===== src/pctsc_pkg.sv =====
// Shared constants for the trigger decoder, frame builder and slow-channel sequencer.
package pctsc_pkg;
	// Clock and unit tick time.
	localparam int CLK_MHZ      = 40;
	localparam int UNIT_TICK_NS = 3000;
	localparam int UT_CYC       = (UNIT_TICK_NS * CLK_MHZ) / 1000 < 1 ? 1 : (UNIT_TICK_NS * CLK_MHZ) / 1000;

	// Trigger low-time decoding, in unit ticks.
	localparam logic [7:0] TRIG_MIN_TICKS   = 8'h01;
	localparam logic [7:0] CONST_BASE_TICKS = 8'h03;
	localparam logic [7:0] VAR_BASE_TICKS   = 8'h06;
	localparam logic [7:0] ID_STEP_TICKS    = 8'h03;
	localparam logic [7:0] ID_TOL_TICKS     = 8'h01;

	// Protocol setup word fields.
	localparam int SETUP_INTERLEAVE = 0;
	localparam int SETUP_BLK_LO     = 1;
	localparam int SETUP_BLK_HI     = 3;
	localparam int SETUP_SLOW_OFF   = 4;
	localparam int SETUP_VARLEN     = 9;
	localparam int SETUP_BUS_MODE   = 10;
	localparam logic [2:0] BLK5_COUNT = 3'h4;

	// Slow-channel message identities and framing.
	localparam logic [7:0] MSG_ID_ERROR = 8'h01;
	localparam logic [7:0] MSG_ID_OEM5  = 8'h94;
	localparam logic [4:0] SLOW_FRAMES  = 5'h12;
	localparam logic [5:0] CRC6_SEED    = 6'h15;
	localparam logic [5:0] CRC6_POLY    = 6'h19;
	localparam logic [3:0] CRC4_SEED    = 4'h5;
	localparam logic [3:0] CRC4_POLY    = 4'hd;

	// Error flag positions and fast-channel error values.
	localparam logic [10:0] FATAL_MASK   = 11'h217;
	localparam logic [10:0] WARN_MASK    = 11'h4c8;
	localparam logic [10:0] FLAG_VALID   = 11'h6ff;
	localparam int          FLAG_CLAMP   = 5;
	localparam logic [11:0] FAST_FATAL   = 12'hffa;
	localparam logic [11:0] FAST_WARN    = 12'hffb;

	// Self-check status word masks.
	localparam logic [15:0] STAT_A_MASK  = 16'hfefe;
	localparam logic [15:0] STAT_B_MASK  = 16'h5f00;
	localparam logic [15:0] STAT_B_RESET = 16'h00ff;

	// Items handed to the nibble encoder.
	typedef enum logic [1:0] {PCTSC_SYNC, PCTSC_NIB, PCTSC_END} pctsc_kind_t;
endpackage : pctsc_pkg


===== src/pctsc_sync.sv =====
// Two-flop synchroniser for pin inputs.
`timescale 1ns/1ps
module pctsc_sync #(
	parameter int W = 1
) (
	// Clock and reset.
	input  wire logic         sys_clk,
	input  wire logic         rstn,
	// Asynchronous input and synchronised output.
	input  wire logic [W-1:0] async_in,
	output logic      [W-1:0] sync_out
);
	logic [W-1:0] meta_q;

	// The first stage feeds only the second stage.
	always_ff @(posedge sys_clk or negedge rstn) begin
		if (!rstn) begin
			meta_q   <= '0;
			sync_out <= '0;
		end else begin
			meta_q   <= async_in;
			sync_out <= meta_q;
		end
	end
endmodule : pctsc_sync


===== src/pctsc_buf2.sv =====
// Two-entry buffer with valid and ready on both sides.
`timescale 1ns/1ps
module pctsc_buf2 #(
	parameter int W = 6
) (
	// Clock and reset.
	input  wire logic         sys_clk,
	input  wire logic         rstn,
	// Filling side.
	input  wire logic         in_valid,
	output logic              in_ready,
	input  wire logic [W-1:0] in_data,
	// Draining side.
	output logic              out_valid,
	input  wire logic         out_ready,
	output logic      [W-1:0] out_data
);
	logic [W-1:0] mem_q [2];
	logic         wr_q;
	logic         rd_q;
	logic [1:0]   cnt_q;
	wire          push = in_valid && in_ready;
	wire          pop  = out_valid && out_ready;

	// Honest full and empty come straight from the fill count.
	assign in_ready  = cnt_q != 2'h2;
	assign out_valid = cnt_q != 2'h0;
	assign out_data  = mem_q[rd_q];

	// Storage is only written, so it needs no reset.
	always_ff @(posedge sys_clk) begin
		if (push) begin
			mem_q[wr_q] <= in_data;
		end
	end

	// Pointers and count.
	always_ff @(posedge sys_clk or negedge rstn) begin
		if (!rstn) begin
			wr_q  <= 1'b0;
			rd_q  <= 1'b0;
			cnt_q <= 2'h0;
		end else begin
			wr_q  <= wr_q ^ push;
			rd_q  <= rd_q ^ pop;
			cnt_q <= cnt_q + {1'b0, push} - {1'b0, pop};
		end
	end
endmodule : pctsc_buf2


===== src/pctsc_core.sv =====
// Triggered nibble-frame builder with slow channel, error mapping and self-check words.
`timescale 1ns/1ps
module pctsc_core #(
	parameter int UT_CYCLES = pctsc_pkg::UT_CYC
) (
	// Clock and reset.
	input  wire logic        sys_clk,
	input  wire logic        rstn,
	// Shared open-drain line.
	input  wire logic        line_in,
	output logic             line_out,
	output logic             line_oe,
	// Sensor ID straps.
	input  wire logic        strap_id_a,
	input  wire logic        strap_id_b,
	// Configuration.
	input  wire logic [15:0] protocol_setup,
	input  wire logic [15:0] user_config_word_7,
	input  wire logic [15:0] user_config_word_8,
	input  wire logic [15:0] user_config_word_9,
	input  wire logic [11:0] clamp_low,
	input  wire logic [11:0] clamp_high,
	// Measurement and diagnostics.
	input  wire logic [11:0] meas_value,
	input  wire logic [10:0] err_flags,
	input  wire logic        path_underflow,
	input  wire logic        path_overflow,
	input  wire logic [15:0] self_check_a_in,
	input  wire logic [15:0] self_check_b_in,
	// Nibble encoder side.
	output logic             nib_valid,
	input  wire logic        nib_ready,
	output logic [1:0]       nib_kind,
	output logic [3:0]       nib_data,
	input  wire logic        enc_pull_low,
	input  wire logic        enc_frame_done,
	// Status.
	output logic [15:0]      self_check_status_a,
	output logic [15:0]      self_check_status_b,
	output logic             device_reset_req,
	output logic             frame_active,
	output logic [1:0]       sensor_id
);
	typedef enum logic [2:0] {S_IDLE, S_SYNC, S_STAT, S_DATA, S_CRC, S_END, S_WAIT} pctsc_state_t;

	// One CRC-4 step over a nibble.
	function automatic logic [3:0] crc4_step(input logic [3:0] c, input logic [3:0] d);
		logic [3:0] r;
		logic       fb;
		r = c;
		for (int i = 3; i >= 0; i--) begin
			fb = r[3] ^ d[i];
			r  = {r[2:0], 1'b0} ^ (fb ? pctsc_pkg::CRC4_POLY : 4'h0);
		end
		return r;
	endfunction : crc4_step

	// Serial start and ID bit carried in the upper slow bit of frame k.
	function automatic logic slow_hi_bit(input logic [4:0] k, input logic [7:0] id);
		logic b;
		b = 1'b0;
		if (k < 5'h06) begin
			b = 1'b1;
		end else if (k >= 5'h08 && k <= 5'h0b) begin
			b = id[3'(5'h0f - k)];
		end else if (k >= 5'h0d && k <= 5'h10) begin
			b = id[3'(5'h10 - k)];
		end
		return b;
	endfunction : slow_hi_bit

	// CRC-6 over the twelve ID/data bit pairs, augmented by six zero pairs.
	function automatic logic [5:0] crc6(input logic [7:0] id, input logic [11:0] d);
		logic [5:0] c;
		logic [2:0] bits;
		logic       fb;
		c = pctsc_pkg::CRC6_SEED;
		for (int k = 6; k < 24; k++) begin
			bits = (k < 18) ? {slow_hi_bit(5'(k), id), d[4'(17 - k)], 1'b1} : 3'h0;
			for (int j = 2; j >= 1; j--) begin
				fb = c[5] ^ (bits[j] & bits[0]);
				c  = {c[4:0], 1'b0} ^ (fb ? pctsc_pkg::CRC6_POLY : 6'h00);
			end
		end
		return c;
	endfunction : crc6

	// True when a measured low time falls in the window of the given ID.
	function automatic logic id_window(input logic [7:0] t, input logic [7:0] base, input logic [1:0] id);
		logic [7:0] nom;
		nom = base + 8'(id) * pctsc_pkg::ID_STEP_TICKS;
		return (t + pctsc_pkg::ID_TOL_TICKS >= nom) && (t <= nom + pctsc_pkg::ID_TOL_TICKS);
	endfunction : id_window

	// Pin synchronisation.
	logic [2:0] pins_s;
	pctsc_sync #(.W(3)) u_sync (
		.sys_clk  (sys_clk),
		.rstn     (rstn),
		.async_in ({line_in, strap_id_b, strap_id_a}),
		.sync_out (pins_s)
	);
	wire line_s = pins_s[2];

	// Straps are caught on the first three cycles after reset and then held; the last catch is the cycle after the synchroniser has filled.
	logic [1:0] strap_q;
	logic [1:0] cap_cnt_q;
	always_ff @(posedge sys_clk or negedge rstn) begin
		if (!rstn) begin
			strap_q   <= 2'h0;
			cap_cnt_q <= 2'h0;
		end else if (cap_cnt_q != 2'h3) begin
			cap_cnt_q <= cap_cnt_q + 2'h1;
			strap_q   <= {pins_s[1], pins_s[0]};
		end
	end
	assign sensor_id = strap_q;

	// Setup decoding.
	wire       bus_mode   = protocol_setup[pctsc_pkg::SETUP_BUS_MODE];
	wire       var_len    = protocol_setup[pctsc_pkg::SETUP_VARLEN];
	wire       slow_off   = protocol_setup[pctsc_pkg::SETUP_SLOW_OFF];
	wire       interleave = protocol_setup[pctsc_pkg::SETUP_INTERLEAVE];
	wire [2:0] blk_cnt    = protocol_setup[pctsc_pkg::SETUP_BLK_HI:pctsc_pkg::SETUP_BLK_LO];
	wire       blk5_on    = blk_cnt >= pctsc_pkg::BLK5_COUNT;

	// Trigger low-time measurement, ignored while this die owns a frame.
	logic        line_prev_q;
	logic        meas_q;
	logic [15:0] presc_q;
	logic [7:0]  low_ticks_q;
	pctsc_state_t st_q;
	pctsc_state_t st_d;
	wire fall = line_prev_q && !line_s && st_q == S_IDLE;
	wire rise = !line_prev_q && line_s && meas_q;
	wire tick = presc_q == 16'(UT_CYCLES - 1);

	// The base moves with the trigger style; shared tick time keeps all dies aligned.
	wire [7:0] id_base  = var_len ? pctsc_pkg::VAR_BASE_TICKS : pctsc_pkg::CONST_BASE_TICKS;
	wire       id_hit   = id_window(low_ticks_q, id_base, strap_q);
	wire       sync_hit = low_ticks_q >= pctsc_pkg::TRIG_MIN_TICKS;
	wire       trig     = rise && (bus_mode ? id_hit : sync_hit);

	// Count whole unit ticks of the master low pulse, saturating; the fall is seen one cycle into the low time.
	always_ff @(posedge sys_clk or negedge rstn) begin
		if (!rstn) begin
			line_prev_q <= 1'b0; // Same as the synchroniser's reset level, so no false edge follows reset.
			meas_q      <= 1'b0;
			presc_q     <= 16'h0000;
			low_ticks_q <= 8'h00;
		end else begin
			line_prev_q <= line_s;
			if (fall) begin
				meas_q      <= 1'b1;
				presc_q     <= 16'h0001;
				low_ticks_q <= 8'h00;
			end else if (rise) begin
				meas_q <= 1'b0;
			end else if (meas_q) begin
				presc_q <= tick ? 16'h0000 : presc_q + 16'h0001;
				if (tick && low_ticks_q != 8'hff) begin
					low_ticks_q <= low_ticks_q + 8'h01;
				end
			end
		end
	end

	// Fast-channel value: fatal beats warning beats clamp beats measurement.
	wire [10:0] flags    = (err_flags & pctsc_pkg::FLAG_VALID) |
	                       (11'((path_underflow | path_overflow)) << pctsc_pkg::FLAG_CLAMP);
	wire        fatal    = |(flags & pctsc_pkg::FATAL_MASK);
	wire        warn     = |(flags & pctsc_pkg::WARN_MASK);
	wire [11:0] fast_val = fatal ? pctsc_pkg::FAST_FATAL :
	                       warn ? pctsc_pkg::FAST_WARN :
	                       path_underflow ? clamp_low :
	                       path_overflow ? clamp_high : meas_value;
	wire [11:0] err_payload = {1'b1, flags};

	// Slow-channel message selection.
	logic [2:0]  slot_q;
	logic [4:0]  sframe_q;
	logic [7:0]  msg_id_q;
	logic [11:0] msg_data_q;
	logic [5:0]  msg_crc_q;
	wire  [2:0]  slot_last = !blk5_on ? 3'h0 : (interleave ? 3'h7 : 3'h4);
	wire         slot_err  = interleave ? !slot_q[0] : slot_q == 3'h0;
	wire  [1:0]  oem_sel   = interleave ? 2'(slot_q >> 1) : 2'(slot_q - 3'h1);
	wire  [7:0]  oem_id    = pctsc_pkg::MSG_ID_OEM5 + 8'(oem_sel);
	logic [11:0] oem_data;

	// OEM payloads are cut contiguously out of the three configuration words.
	always_comb begin
		case (oem_sel)
			2'h0:    oem_data = user_config_word_7[11:0];
			2'h1:    oem_data = {user_config_word_8[7:0], user_config_word_7[15:12]};
			2'h2:    oem_data = {user_config_word_9[3:0], user_config_word_8[15:8]};
			default: oem_data = user_config_word_9[15:4];
		endcase
	end

	wire  [7:0]  next_id   = slot_err ? pctsc_pkg::MSG_ID_ERROR : oem_id;
	wire  [11:0] next_data = slot_err ? err_payload : oem_data;

	// Status bits for the current frame of the current message.
	wire       slow_hi = slow_hi_bit(sframe_q, msg_id_q);
	wire       slow_lo = (sframe_q < 5'h06) ? msg_crc_q[3'(5'h05 - sframe_q)]
	                                        : msg_data_q[4'(5'h11 - sframe_q)];
	wire [3:0] status_nib = slow_off ? 4'h0 : {2'b00, slow_hi, slow_lo};

	// A message is latched at its first frame and advanced one frame per triggered frame.
	always_ff @(posedge sys_clk or negedge rstn) begin
		if (!rstn) begin
			slot_q     <= 3'h0;
			sframe_q   <= 5'h00;
			msg_id_q   <= pctsc_pkg::MSG_ID_ERROR;
			msg_data_q <= 12'h000;
			msg_crc_q  <= 6'h00;
		end else if (slow_off) begin
			slot_q   <= 3'h0;
			sframe_q <= 5'h00;
		end else if (st_q == S_STAT && st_d != S_STAT) begin
			sframe_q <= (sframe_q == pctsc_pkg::SLOW_FRAMES - 5'h01) ? 5'h00 : sframe_q + 5'h01;
			if (sframe_q == pctsc_pkg::SLOW_FRAMES - 5'h01) begin
				slot_q <= (slot_q >= slot_last) ? 3'h0 : slot_q + 3'h1;
			end
		end else if (st_q == S_SYNC && sframe_q == 5'h00) begin
			msg_id_q   <= next_id;
			msg_data_q <= next_data;
			msg_crc_q  <= crc6(next_id, next_data);
		end
	end

	// Frame sequencing into the buffer.
	logic [1:0]  dcnt_q;
	logic [11:0] fast_q;
	logic [3:0]  crc_q;
	logic        push;
	logic [5:0]  item;
	logic        buf_ready;
	wire  [3:0]  data_nib = fast_q[4'(4'h8 - {dcnt_q, 2'b00}) +: 4];

	// Each step waits until the buffer has room, so a stalled encoder loses nothing.
	always_comb begin
		st_d = st_q;
		push = 1'b0;
		item = {pctsc_pkg::PCTSC_NIB, 4'h0};
		case (st_q)
			S_IDLE: begin
				if (trig) begin
					st_d = S_SYNC;
				end
			end
			S_SYNC: begin
				push = 1'b1;
				item = {pctsc_pkg::PCTSC_SYNC, 4'h0};
				if (buf_ready) begin
					st_d = S_STAT;
				end
			end
			S_STAT: begin
				push = 1'b1;
				item = {pctsc_pkg::PCTSC_NIB, status_nib};
				if (buf_ready) begin
					st_d = S_DATA;
				end
			end
			S_DATA: begin
				push = 1'b1;
				item = {pctsc_pkg::PCTSC_NIB, data_nib};
				if (buf_ready && dcnt_q == 2'h2) begin
					st_d = S_CRC;
				end
			end
			S_CRC: begin
				push = 1'b1;
				item = {pctsc_pkg::PCTSC_NIB, crc_q};
				if (buf_ready) begin
					st_d = S_END;
				end
			end
			S_END: begin
				push = 1'b1;
				item = {pctsc_pkg::PCTSC_END, 4'h0};
				if (buf_ready) begin
					st_d = S_WAIT;
				end
			end
			S_WAIT: begin
				if (enc_frame_done) begin
					st_d = S_IDLE;
				end
			end
			default: st_d = S_IDLE;
		endcase
	end

	// Fresh data is taken while the sync item is queued, after the trigger.
	always_ff @(posedge sys_clk or negedge rstn) begin
		if (!rstn) begin
			st_q   <= S_IDLE;
			dcnt_q <= 2'h0;
			fast_q <= 12'h000;
			crc_q  <= 4'h0;
		end else begin
			st_q <= st_d;
			if (st_q == S_SYNC) begin
				fast_q <= fast_val;
				dcnt_q <= 2'h0;
				crc_q  <= pctsc_pkg::CRC4_SEED;
			end else if (st_q == S_DATA && buf_ready) begin
				dcnt_q <= dcnt_q + 2'h1;
				crc_q  <= crc4_step(crc_q, data_nib);
			end
		end
	end

	pctsc_buf2 #(.W(6)) u_buf (
		.sys_clk   (sys_clk),
		.rstn      (rstn),
		.in_valid  (push),
		.in_ready  (buf_ready),
		.in_data   (item),
		.out_valid (nib_valid),
		.out_ready (nib_ready),
		.out_data  ({nib_kind, nib_data})
	);

	// The pin is only ever pulled low, and only inside this die's own frame.
	assign frame_active = st_q != S_IDLE;
	assign line_out     = 1'b0;
	assign line_oe      = enc_pull_low && frame_active;

	// Self-check words drop reserved bits; a low-byte fault in word B requests reset.
	always_ff @(posedge sys_clk or negedge rstn) begin
		if (!rstn) begin
			self_check_status_a <= 16'h0000;
			self_check_status_b <= 16'h0000;
			device_reset_req    <= 1'b0;
		end else begin
			self_check_status_a <= self_check_a_in & pctsc_pkg::STAT_A_MASK;
			self_check_status_b <= self_check_b_in & pctsc_pkg::STAT_B_MASK;
			device_reset_req    <= |(self_check_b_in & pctsc_pkg::STAT_B_RESET);
		end
	end
endmodule : pctsc_core


===== config.mk =====
export PLATFORM = sky130hd
export DESIGN_NAME = pctsc_core
export DESIGN_NICKNAME = d
export VERILOG_FILES = /design/src/pctsc_pkg.sv /design/src/pctsc_sync.sv /design/src/pctsc_buf2.sv /design/src/pctsc_core.sv
export SDC_FILE = /design/constraint.sdc
export NUM_CORES = 1
export LEC_CHECK = 0
export ABC_AREA = 1
export BUFFER_PORTS_ARGS = -buffer_cell sky130_fd_sc_hd__buf_2
export CORE_MARGIN = 5
export CORE_UTILIZATION = 54
export DETAILED_ROUTE_END_ITERATION = 6
export PLACE_DENSITY = 0.83
export RECOVER_POWER = 25
export SYNTH_ARGS = -nofsm -noshare
export SYNTH_HDL_FRONTEND = slang
export SYNTH_SLANG_ARGS = --single-unit

===== constraint.sdc =====
create_clock -name sys_clk -period 4.35 [get_ports sys_clk]
set_input_delay 0.2175 -clock sys_clk [delete_from_list [all_inputs] [get_ports sys_clk]]
set_output_delay 0.2175 -clock sys_clk [all_outputs]
set_load 0.1 [all_outputs]

* Word level (Yosys, flattened, before mapping) *
Memories as Yosys holds them, arrays and structs flattened.
Cells that the tools add are included.

storage, ports and cells
  register bits after elaboration = 116
  bits in writable memories = 12
  bits of input ports = 153
  output and inout port bits = 45
  logic and storage cells = 272
  memories kept = 1

cells by class
  add/sub/neg operators = 17
  multipliers = 1
  order comparisons = 14
  equality and inequality tests = 16
  shift operators = 1
  muxes and demuxes = 108
  bitwise gates (word level) = 52
  reduce and logical (&&, ||, !) cells = 39

memories
  name         words  bits a word  read ports  clocked after memory_dff  wr ports  RTL line          text
  u_buf.mem_q  2      6            1           0                         1         pctsc_buf2.sv:18  logic [W-1:0] mem_q [2];

operators with widths
  kind                                                                count
  XOR 6 x 5 -> 6 bit                                                  26
  two-way mux 5 bit                                                   30
  two-way mux 16 bit                                                  4
  two-way mux 12 bit                                                  5
  two-way mux 8 bit                                                   5
  two-way mux 3 bit                                                   13
  case mux 12 bit (3 select lines)                                    1
  two-way mux 1 bit                                                   33
  case mux 6 bit (5 select lines)                                     1
  two-way mux 4 bit                                                   6
  case mux 3 bit (7 select lines)                                     1
  XOR 1 bit                                                           18
  adder 16 x 1 -> 16 bit (second input constant)                      1
  == test 16 x 7 -> 1 bit (second input constant)                     1
  logical AND 1 bit                                                   16
  XOR 4 bit                                                           4
  nonzero test 2 bit                                                  7
  < comparator 3 x 4 -> 1 bit (second input constant)                 3
  variable part select 12 x 5 -> 4 bit                                1
  OR 11 x 6 -> 11 bit                                                 1
  greater-or-equal comparator 5 x 4 -> 1 bit (second input constant)  2
  two-way mux 2 bit                                                   5
  OR reduction 5 bit                                                  2
  binary-select mux 1 bit (select 3 bit)                              3
  45 further kinds                                                    59

* Logic depth before layout (Yosys ltp) *
  depth in word-level cells = 78
  gate-level depth with buffers = 27
  depth with buffers taken out = 26

* Modules after synthesis *
From an unflattened synthesis, not the netlist that was laid out.

second synthesis, totals
  cell total of the unflattened synthesis = 961
  area total of the unflattened synthesis = 7652.3 um2

by module, submodules not included
  module      instances  cells an instance  area each (um2)  seq. area each (um2)
  pctsc_core  1          894                6819.0           2528.7
  pctsc_buf2  1          61                 683.2            460.4
  pctsc_sync  1          6                  150.1            150.1

* Worst setup path before layout *
No wires, ideal clock.

  kind = register to register
  start = register strap_q[1] (netlist: sensor_id[1])
  end = register st_q[0]
  library setup time = 0.087 ns
  arrival time = 3.666 ns
  required time = 4.263 ns
  path slack = 0.597 ns
  stages on the path, launching flop included = 19
  path buffers = 0
  clock period less this slack = 3.753 ns
  path through = dfrtp_1 > inv_1 > ha_1 > inv_1 > ha_1 > inv_1 > fa_1 > nor3_1 > xor2_1 > ha_1 > a21oi_1 > o21a_1 > nor2_1 > o21a_1 > o22ai_1 > o311ai_0 > nand2_1 > nand3_1 > o211ai_1

between the ends
  longest elaborated chain between the ends = 9
  elaborated cells on any way between the ends = 10
  classes of those cells = add/sub: 2; mul: 1; order compare: 2; mux: 3; reduce/logical: 2

RTL lines
  item                               RTL line           text
  start, declared                    pctsc_core.sv:106  logic [1:0] strap_q;
  start signal, assigned             pctsc_core.sv:114  strap_q <= {pins_s[1], pins_s[0]};
  multiplier 2 x 2 -> 4 bit *        pctsc_core.sv:91   nom = base + 8'(id) * pctsc_pkg::ID_STEP_TICKS;
  adder 3 x 4 -> 5 bit *             pctsc_core.sv:91
  adder 5 x 1 -> 6 bit               pctsc_core.sv:92   return (t + pctsc_pkg::ID_TOL_TICKS >= nom) && (t <= nom + pctsc_pkg::ID_TOL_TICKS);
  <= comparator 8 x 6 -> 1 bit       pctsc_core.sv:92
  logical AND 1 bit *                pctsc_core.sv:92
  two-way mux 1 bit *                pctsc_core.sv:142  wire trig = rise && (bus_mode ? id_hit : sync_hit);
  logical AND 1 bit *                pctsc_core.sv:142
  two-way mux 3 bit *                pctsc_core.sv:249  if (trig) begin
  case mux 3 bit (7 select lines) *  pctsc_core.sv:247  case (st_q)
  via st_d[0]                        pctsc_core.sv:133  pctsc_state_t st_d;
  end signal, assigned               pctsc_core.sv:305  st_q <= st_d;
  end, declared                      pctsc_core.sv:132  pctsc_state_t st_q;

The timed path passes the listed nets; every way through them passes the cells marked *.
A chain may end at the register's enable or synchronous reset.

* Worst setup path in the final report *
Ends and elaborated chain as after synthesis.

==> impl_table.tex <==
\begin{tabular}{lr}
\hline
Metric & Value \\
\hline
\multicolumn{2}{l}{\textbf{Run status}} \\
\quad Status & finished with violations \\
\quad Violated checks & capacitance limit, slew limit \\
\multicolumn{2}{l}{\textbf{Route}} \\
\quad Initial DRT Pass Iterations & 5 \\
\quad Post-route ant nets & 0 \\
\quad Drt wl/cell & 14.3 um \\
\quad Via density per instance & 5.35 \\
\quad WL final & 19500 um \\
\quad Vias post-DR & 7322 \\
\quad Initial detailed-routing violation count & 413 \\
\quad Remaining DRCs & 0 \\
\multicolumn{2}{l}{\textbf{Min path}} \\
\quad Worst min path class & input pin to flop \\
\quad Endpoint, Worst Hold & fast\_q[3] \\
\quad Hold path startpoint & clamp\_low[3] \\
\quad Worst hold path depth & 3 \\
\multicolumn{2}{l}{\textbf{Synthesis}} \\
\quad Fraction of registers with async set/reset & 0.902 \\
\quad Mux cell area share after synthesis & 0.00147 \\
\quad Dominant combinational cell family by area after synthesis & simple AND/OR/NAND/NOR gates \\
\quad Number of synthesized flops with an enable pin & 12 \\
\quad Arithmetic-cell share of the synthesized area counting full adders, half adders and majority gates & 0.0711 \\
\quad Dominant register cell in the synthesized netlist & sky130\_fd\_sc\_hd\_\_dfrtp\_1 \\
\quad Cells taking the most area after synthesis & sky130\_fd\_sc\_hd\_\_dfrtp\_1 (36\%), sky130\_fd\_sc\_hd\_\_nand2\_1 (9.8\%), sky130\_fd\_sc\_hd\_\_ha\_1 (6.8\%) \\
\quad Dominant cell type by area after synthesis & sky130\_fd\_sc\_hd\_\_dfrtp\_1 \\
\quad Post-synthesis register bit count & 123 \\
\quad Sequential element share of the synthesized area & 0.409 \\
\quad Area fraction in compound gates after synthesis & 0.151 \\
\quad Parity-gate share of the synthesized area counting xor and xnor cells & 0.0285 \\
\quad Fraction of the mapped netlist area in simple logic gates & 0.249 \\
\quad Synthesized area & 7680 um2 \\
\quad Fraction of post-synthesis cell area in the top cell type by area & 0.359 \\
\quad Number of cells produced by synthesis & 977 \\
\quad Number of distinct library cells after synthesis & 51 \\
\quad Yosys Warn Count & 0 \\
\quad Average size of a mapped cell & roughly 8 um2 \\
\multicolumn{2}{l}{\textbf{Timing}} \\
\quad Period utilisation layout & 0.808 \\
\quad Crit path time final & 3.51 ns \\
\quad Number of setup violations in the final report & 0 \\
\quad Worst Clk Skew & roughly 0.010 ns \\
\quad Worst rel slew slack & -0.145 \\
\quad Maximum operating frequency & between 0.2 and 0.3 GHz \\
\quad Transition at the pin with the smallest max-transition slack & 1.72 ns \\
\quad Count of final max-slew check failures & 70 \\
\quad RSZ-0062 raised after global routing & no \\
\quad Number of hold violations in the final report & 0 \\
\quad Setup TNS & 0 ns \\
\multicolumn{2}{l}{\textbf{Clock tree}} \\
\quad Number of buffers created by CTS & 17 \\
\quad CTS tree & done \\
\quad Clock-pin slew of the registers on the worst-case setup and hold paths & 0.05 ns \\
\quad Clock Sinks & 123 \\
\quad Number of setup buffers added after CTS & 0 \\
\quad Total number of H-tree levels & 4 \\
\quad Cell at the root of the clock tree & sky130\_fd\_sc\_hd\_\_clkbuf\_16 \\
\quad Clock Path Buffers & 2 \\
\quad Clock latency reported for the late side of the worst-skew pair & 0.42 ns \\
\multicolumn{2}{l}{\textbf{Placement}} \\
\quad RePlAce Congestion & about 0.9 \\
\quad Count of buffers inserted at the top-level ports & 168 \\
\quad Dpl cell area & 8640 um2 \\
\quad Half-perimeter wire length of the detailed placement result & 14400 um \\
\multicolumn{2}{l}{\textbf{Pwr}} \\
\quad Static leakage & 4.75 nW \\
\quad Post-layout power & 6.95 mW \\
\quad Total power per unit cell area & 732 nW/um2 \\
\quad Maximum VDD drop & 0.372 mV \\
\multicolumn{2}{l}{\textbf{Setup path}} \\
\quad Critical path capture point type & flop \\
\quad Slack of the worst reg-to-reg path & roughly 0.84 ns \\
\quad Maximum fanout along the worst path & 4 \\
\quad Arrival time of data at the critical path endpoint & roughly 3.8 ns \\
\quad Reg-to-reg critical path startpoint & sensor\_id[1] \\
\quad Required time worst endpoint & between 4 and 5 ns \\
\quad Capture instance of the worst register-to-register path & st\_q[0] \\
\quad CP startpoint kind & flop \\
\quad Register-to-Register Path Depth & 18 \\
\quad Category of the most critical setup path & flop to flop \\
\multicolumn{2}{l}{\textbf{GRT}} \\
\quad Overall fraction of global-route tracks in use & 0.238 \\
\quad First-pass GRT wire length & about 32000 um \\
\quad Initial antenna violation count & 0 \\
\quad Maximum number of pins on one net before global-route repair & 70 \\
\quad Via count of the first global-routing pass & 7213 \\
\quad Global route overflow & 0 \\
\multicolumn{2}{l}{\textbf{Floorplanning}} \\
\quad Die Wd & between 100 and 150 um \\
\quad Total Die Area & 16700 um2 \\
\quad Standard-cell rows & 43 \\
\quad Number of top-level pins & just under 200 \\
\quad Starting density of the core & 0.551 \\
\quad Core region area & 13900 um2 \\
\quad Height of the chip & 129 um \\
\multicolumn{2}{l}{\textbf{Final layout}} \\
\quad Fillcell total & 1152 \\
\quad \# nets final & roughly 1.4k \\
\quad Area of all placed cells without fillers & 9490 um2 \\
\quad Fraction of layout cells with a size suffix above 1 & 0.201 \\
\quad Synthesis-to-finish area growth & 23.6\% \\
\multicolumn{2}{l}{\textbf{Flow run}} \\
\quad Max-capacitance violation count & 1 \\
\hline
\end{tabular}
kinds of logic after synthesis:
family                   after synthesis
AND/OR/NAND/NOR                      423
AO/OA/AOI/OAI                        193
adder cells (fa/ha/maj)               43
multiplexers                           1
XOR/XNOR                              25
buffers and inverters                168
other                                  1
flip-flops                           123
metal layers:
metal,track usage,routed length (um),up-vias
met3,0.0573,1110,34
met4,0.0821,445,0
met1,0.276,7900,3418
met2,0.431,10100,248
li1,-,-,3622
met5,0,0,-
critical path: stages (launching register included):
cell and delay [ns]:
sky130_fd_sc_hd__dfrtp_1 0.39, sky130_fd_sc_hd__inv_1 0.07, sky130_fd_sc_hd__ha_1 0.27, sky130_fd_sc_hd__inv_1 0.04, sky130_fd_sc_hd__ha_1 0.18, sky130_fd_sc_hd__inv_1 0.08, sky130_fd_sc_hd__fa_1 0.49, sky130_fd_sc_hd__nor3_1 0.36
sky130_fd_sc_hd__xor2_1 0.22, sky130_fd_sc_hd__ha_1 0.27, sky130_fd_sc_hd__a21oi_1 0.15, sky130_fd_sc_hd__o21a_1 0.13, sky130_fd_sc_hd__nor2_1 0.04, sky130_fd_sc_hd__o21a_1 0.17, sky130_fd_sc_hd__o22ai_1 0.13, sky130_fd_sc_hd__o311ai_0 0.15
sky130_fd_sc_hd__nand2_1 0.08, sky130_fd_sc_hd__nand3_1 0.11, sky130_fd_sc_hd__o211ai_1 0.11
synth_stat cells (10+ instances only):
master / instances
sky130_fd_sc_hd__nor4_1: 10
sky130_fd_sc_hd__dfrtp_1: 110
sky130_fd_sc_hd__edfxtp_1: 12
sky130_fd_sc_hd__nand3_1: 66
sky130_fd_sc_hd__nand2_1: 200
sky130_fd_sc_hd__nor3_1: 12
sky130_fd_sc_hd__nand2_2: 12
sky130_fd_sc_hd__o22ai_1: 13
sky130_fd_sc_hd__o21ai_0: 68
sky130_fd_sc_hd__inv_1: 130
sky130_fd_sc_hd__buf_4: 13
sky130_fd_sc_hd__a21oi_1: 56
sky130_fd_sc_hd__xor2_1: 21
sky130_fd_sc_hd__ha_1: 42
sky130_fd_sc_hd__nor2_1: 87
sky130_fd_sc_hd__clkbuf_1: 14
area by class of cell:
class | instances | area, um2 | area share
flip-flops and latches | 123 | 3140 | 0.331
well taps | 180 | 225 | 0.0237
multi-input cells | 698 | 3890 | 0.410
clock buffers | 19 | 433 | 0.0456
clock inverters | 13 | 151 | 0.0160
inverters | 137 | 514 | 0.0542
diodes | 1 | 2.50 | 0.000264
repair buffers | 198 | 1130 | 0.119
layout by cell type (no fill, tap or decap), types with 4 or more instances in the layout:
master	instances
sky130_fd_sc_hd__a21oi_1	56
sky130_fd_sc_hd__a221oi_1	4
sky130_fd_sc_hd__a22oi_1	5
sky130_fd_sc_hd__a31oi_1	5
sky130_fd_sc_hd__buf_2	165
sky130_fd_sc_hd__clkbuf_1	4
sky130_fd_sc_hd__clkbuf_16	17
sky130_fd_sc_hd__clkinv_1	7
sky130_fd_sc_hd__conb_1	13
sky130_fd_sc_hd__dfrtp_1	110
sky130_fd_sc_hd__dlygate4sd3_1	27
sky130_fd_sc_hd__edfxtp_1	12
sky130_fd_sc_hd__ha_1	42
sky130_fd_sc_hd__inv_1	130
sky130_fd_sc_hd__nand2_1	200
sky130_fd_sc_hd__nand2_2	12
sky130_fd_sc_hd__nand2_4	6
sky130_fd_sc_hd__nand3_1	66
sky130_fd_sc_hd__nand3_2	9
sky130_fd_sc_hd__nand3b_1	6
sky130_fd_sc_hd__nand4_1	6
sky130_fd_sc_hd__nor2_1	87
sky130_fd_sc_hd__nor2_2	5
sky130_fd_sc_hd__nor3_1	12
sky130_fd_sc_hd__nor4_1	10
sky130_fd_sc_hd__o2111ai_1	5
sky130_fd_sc_hd__o21a_1	9
sky130_fd_sc_hd__o21ai_0	68
sky130_fd_sc_hd__o21bai_1	4
sky130_fd_sc_hd__o22ai_1	13
sky130_fd_sc_hd__xnor2_1	4
sky130_fd_sc_hd__xor2_1	21
power breakdown:
| group | switching [mW] | total [mW] | internal (mW) |
|---|---|---|---|
| Clock | 0.504 | 1.40 | 0.892 |
| Combinational | 2.67 | 3.85 | 1.18 |
| Sequential | 0.216 | 1.71 | 1.49 |
worst max-delay path by stage:
stage	end	startpoint	depth (start not counted)	slack [ns]
final	st_q[0]	sensor_id[1]	18	0.84
after global routing	st_q[0]	sensor_id[1]	18	0.54
after CTS	st_q[0]	sensor_id[1]	18	0.82
after detailed placement	st_q[0]	sensor_id[1]	18	0.83
after global placement	st_q[0]	sensor_id[1]	18	0.98
after floorplan	st_q[0]	sensor_id[1]	18	0.60
sequential cells by signal, indices dropped and copies added (netlist names), 5 cells and up:
| name | flops |
|---|---|
| msg_crc_q | 6 |
| fast_q | 12 |
| u_buf.mem_q | 12 |
| low_ticks_q | 8 |
| presc_q | 16 |
| self_check_status_a | 14 |
| msg_data_q | 12 |
| sframe_q | 5 |
| self_check_status_b | 6 |
repair_timing:
item                                   CTS  global route
gates resized for setup                  0             0
setup endpoints to repair                0             0
hold buffers                            27             0
endpoints found under the hold margin   91             0
metrics by stage:
step / util / hold WS (ns) / setup slack [ns] / cells
after floorplan: - / -0.0781 / 0.597 / 989
after global placement: 0.620 / 0.326 / 0.982 / 1309
after detailed placement: 0.620 / 0.327 / 0.829 / 1309
after CTS: 0.681 / 0.0634 / 0.819 / 1368
after global routing: 0.681 / 0.0803 / 0.541 / 1368
final: 0.681 / 0.0770 / 0.837 / 1369
Power figures use the tool's default switching activity.
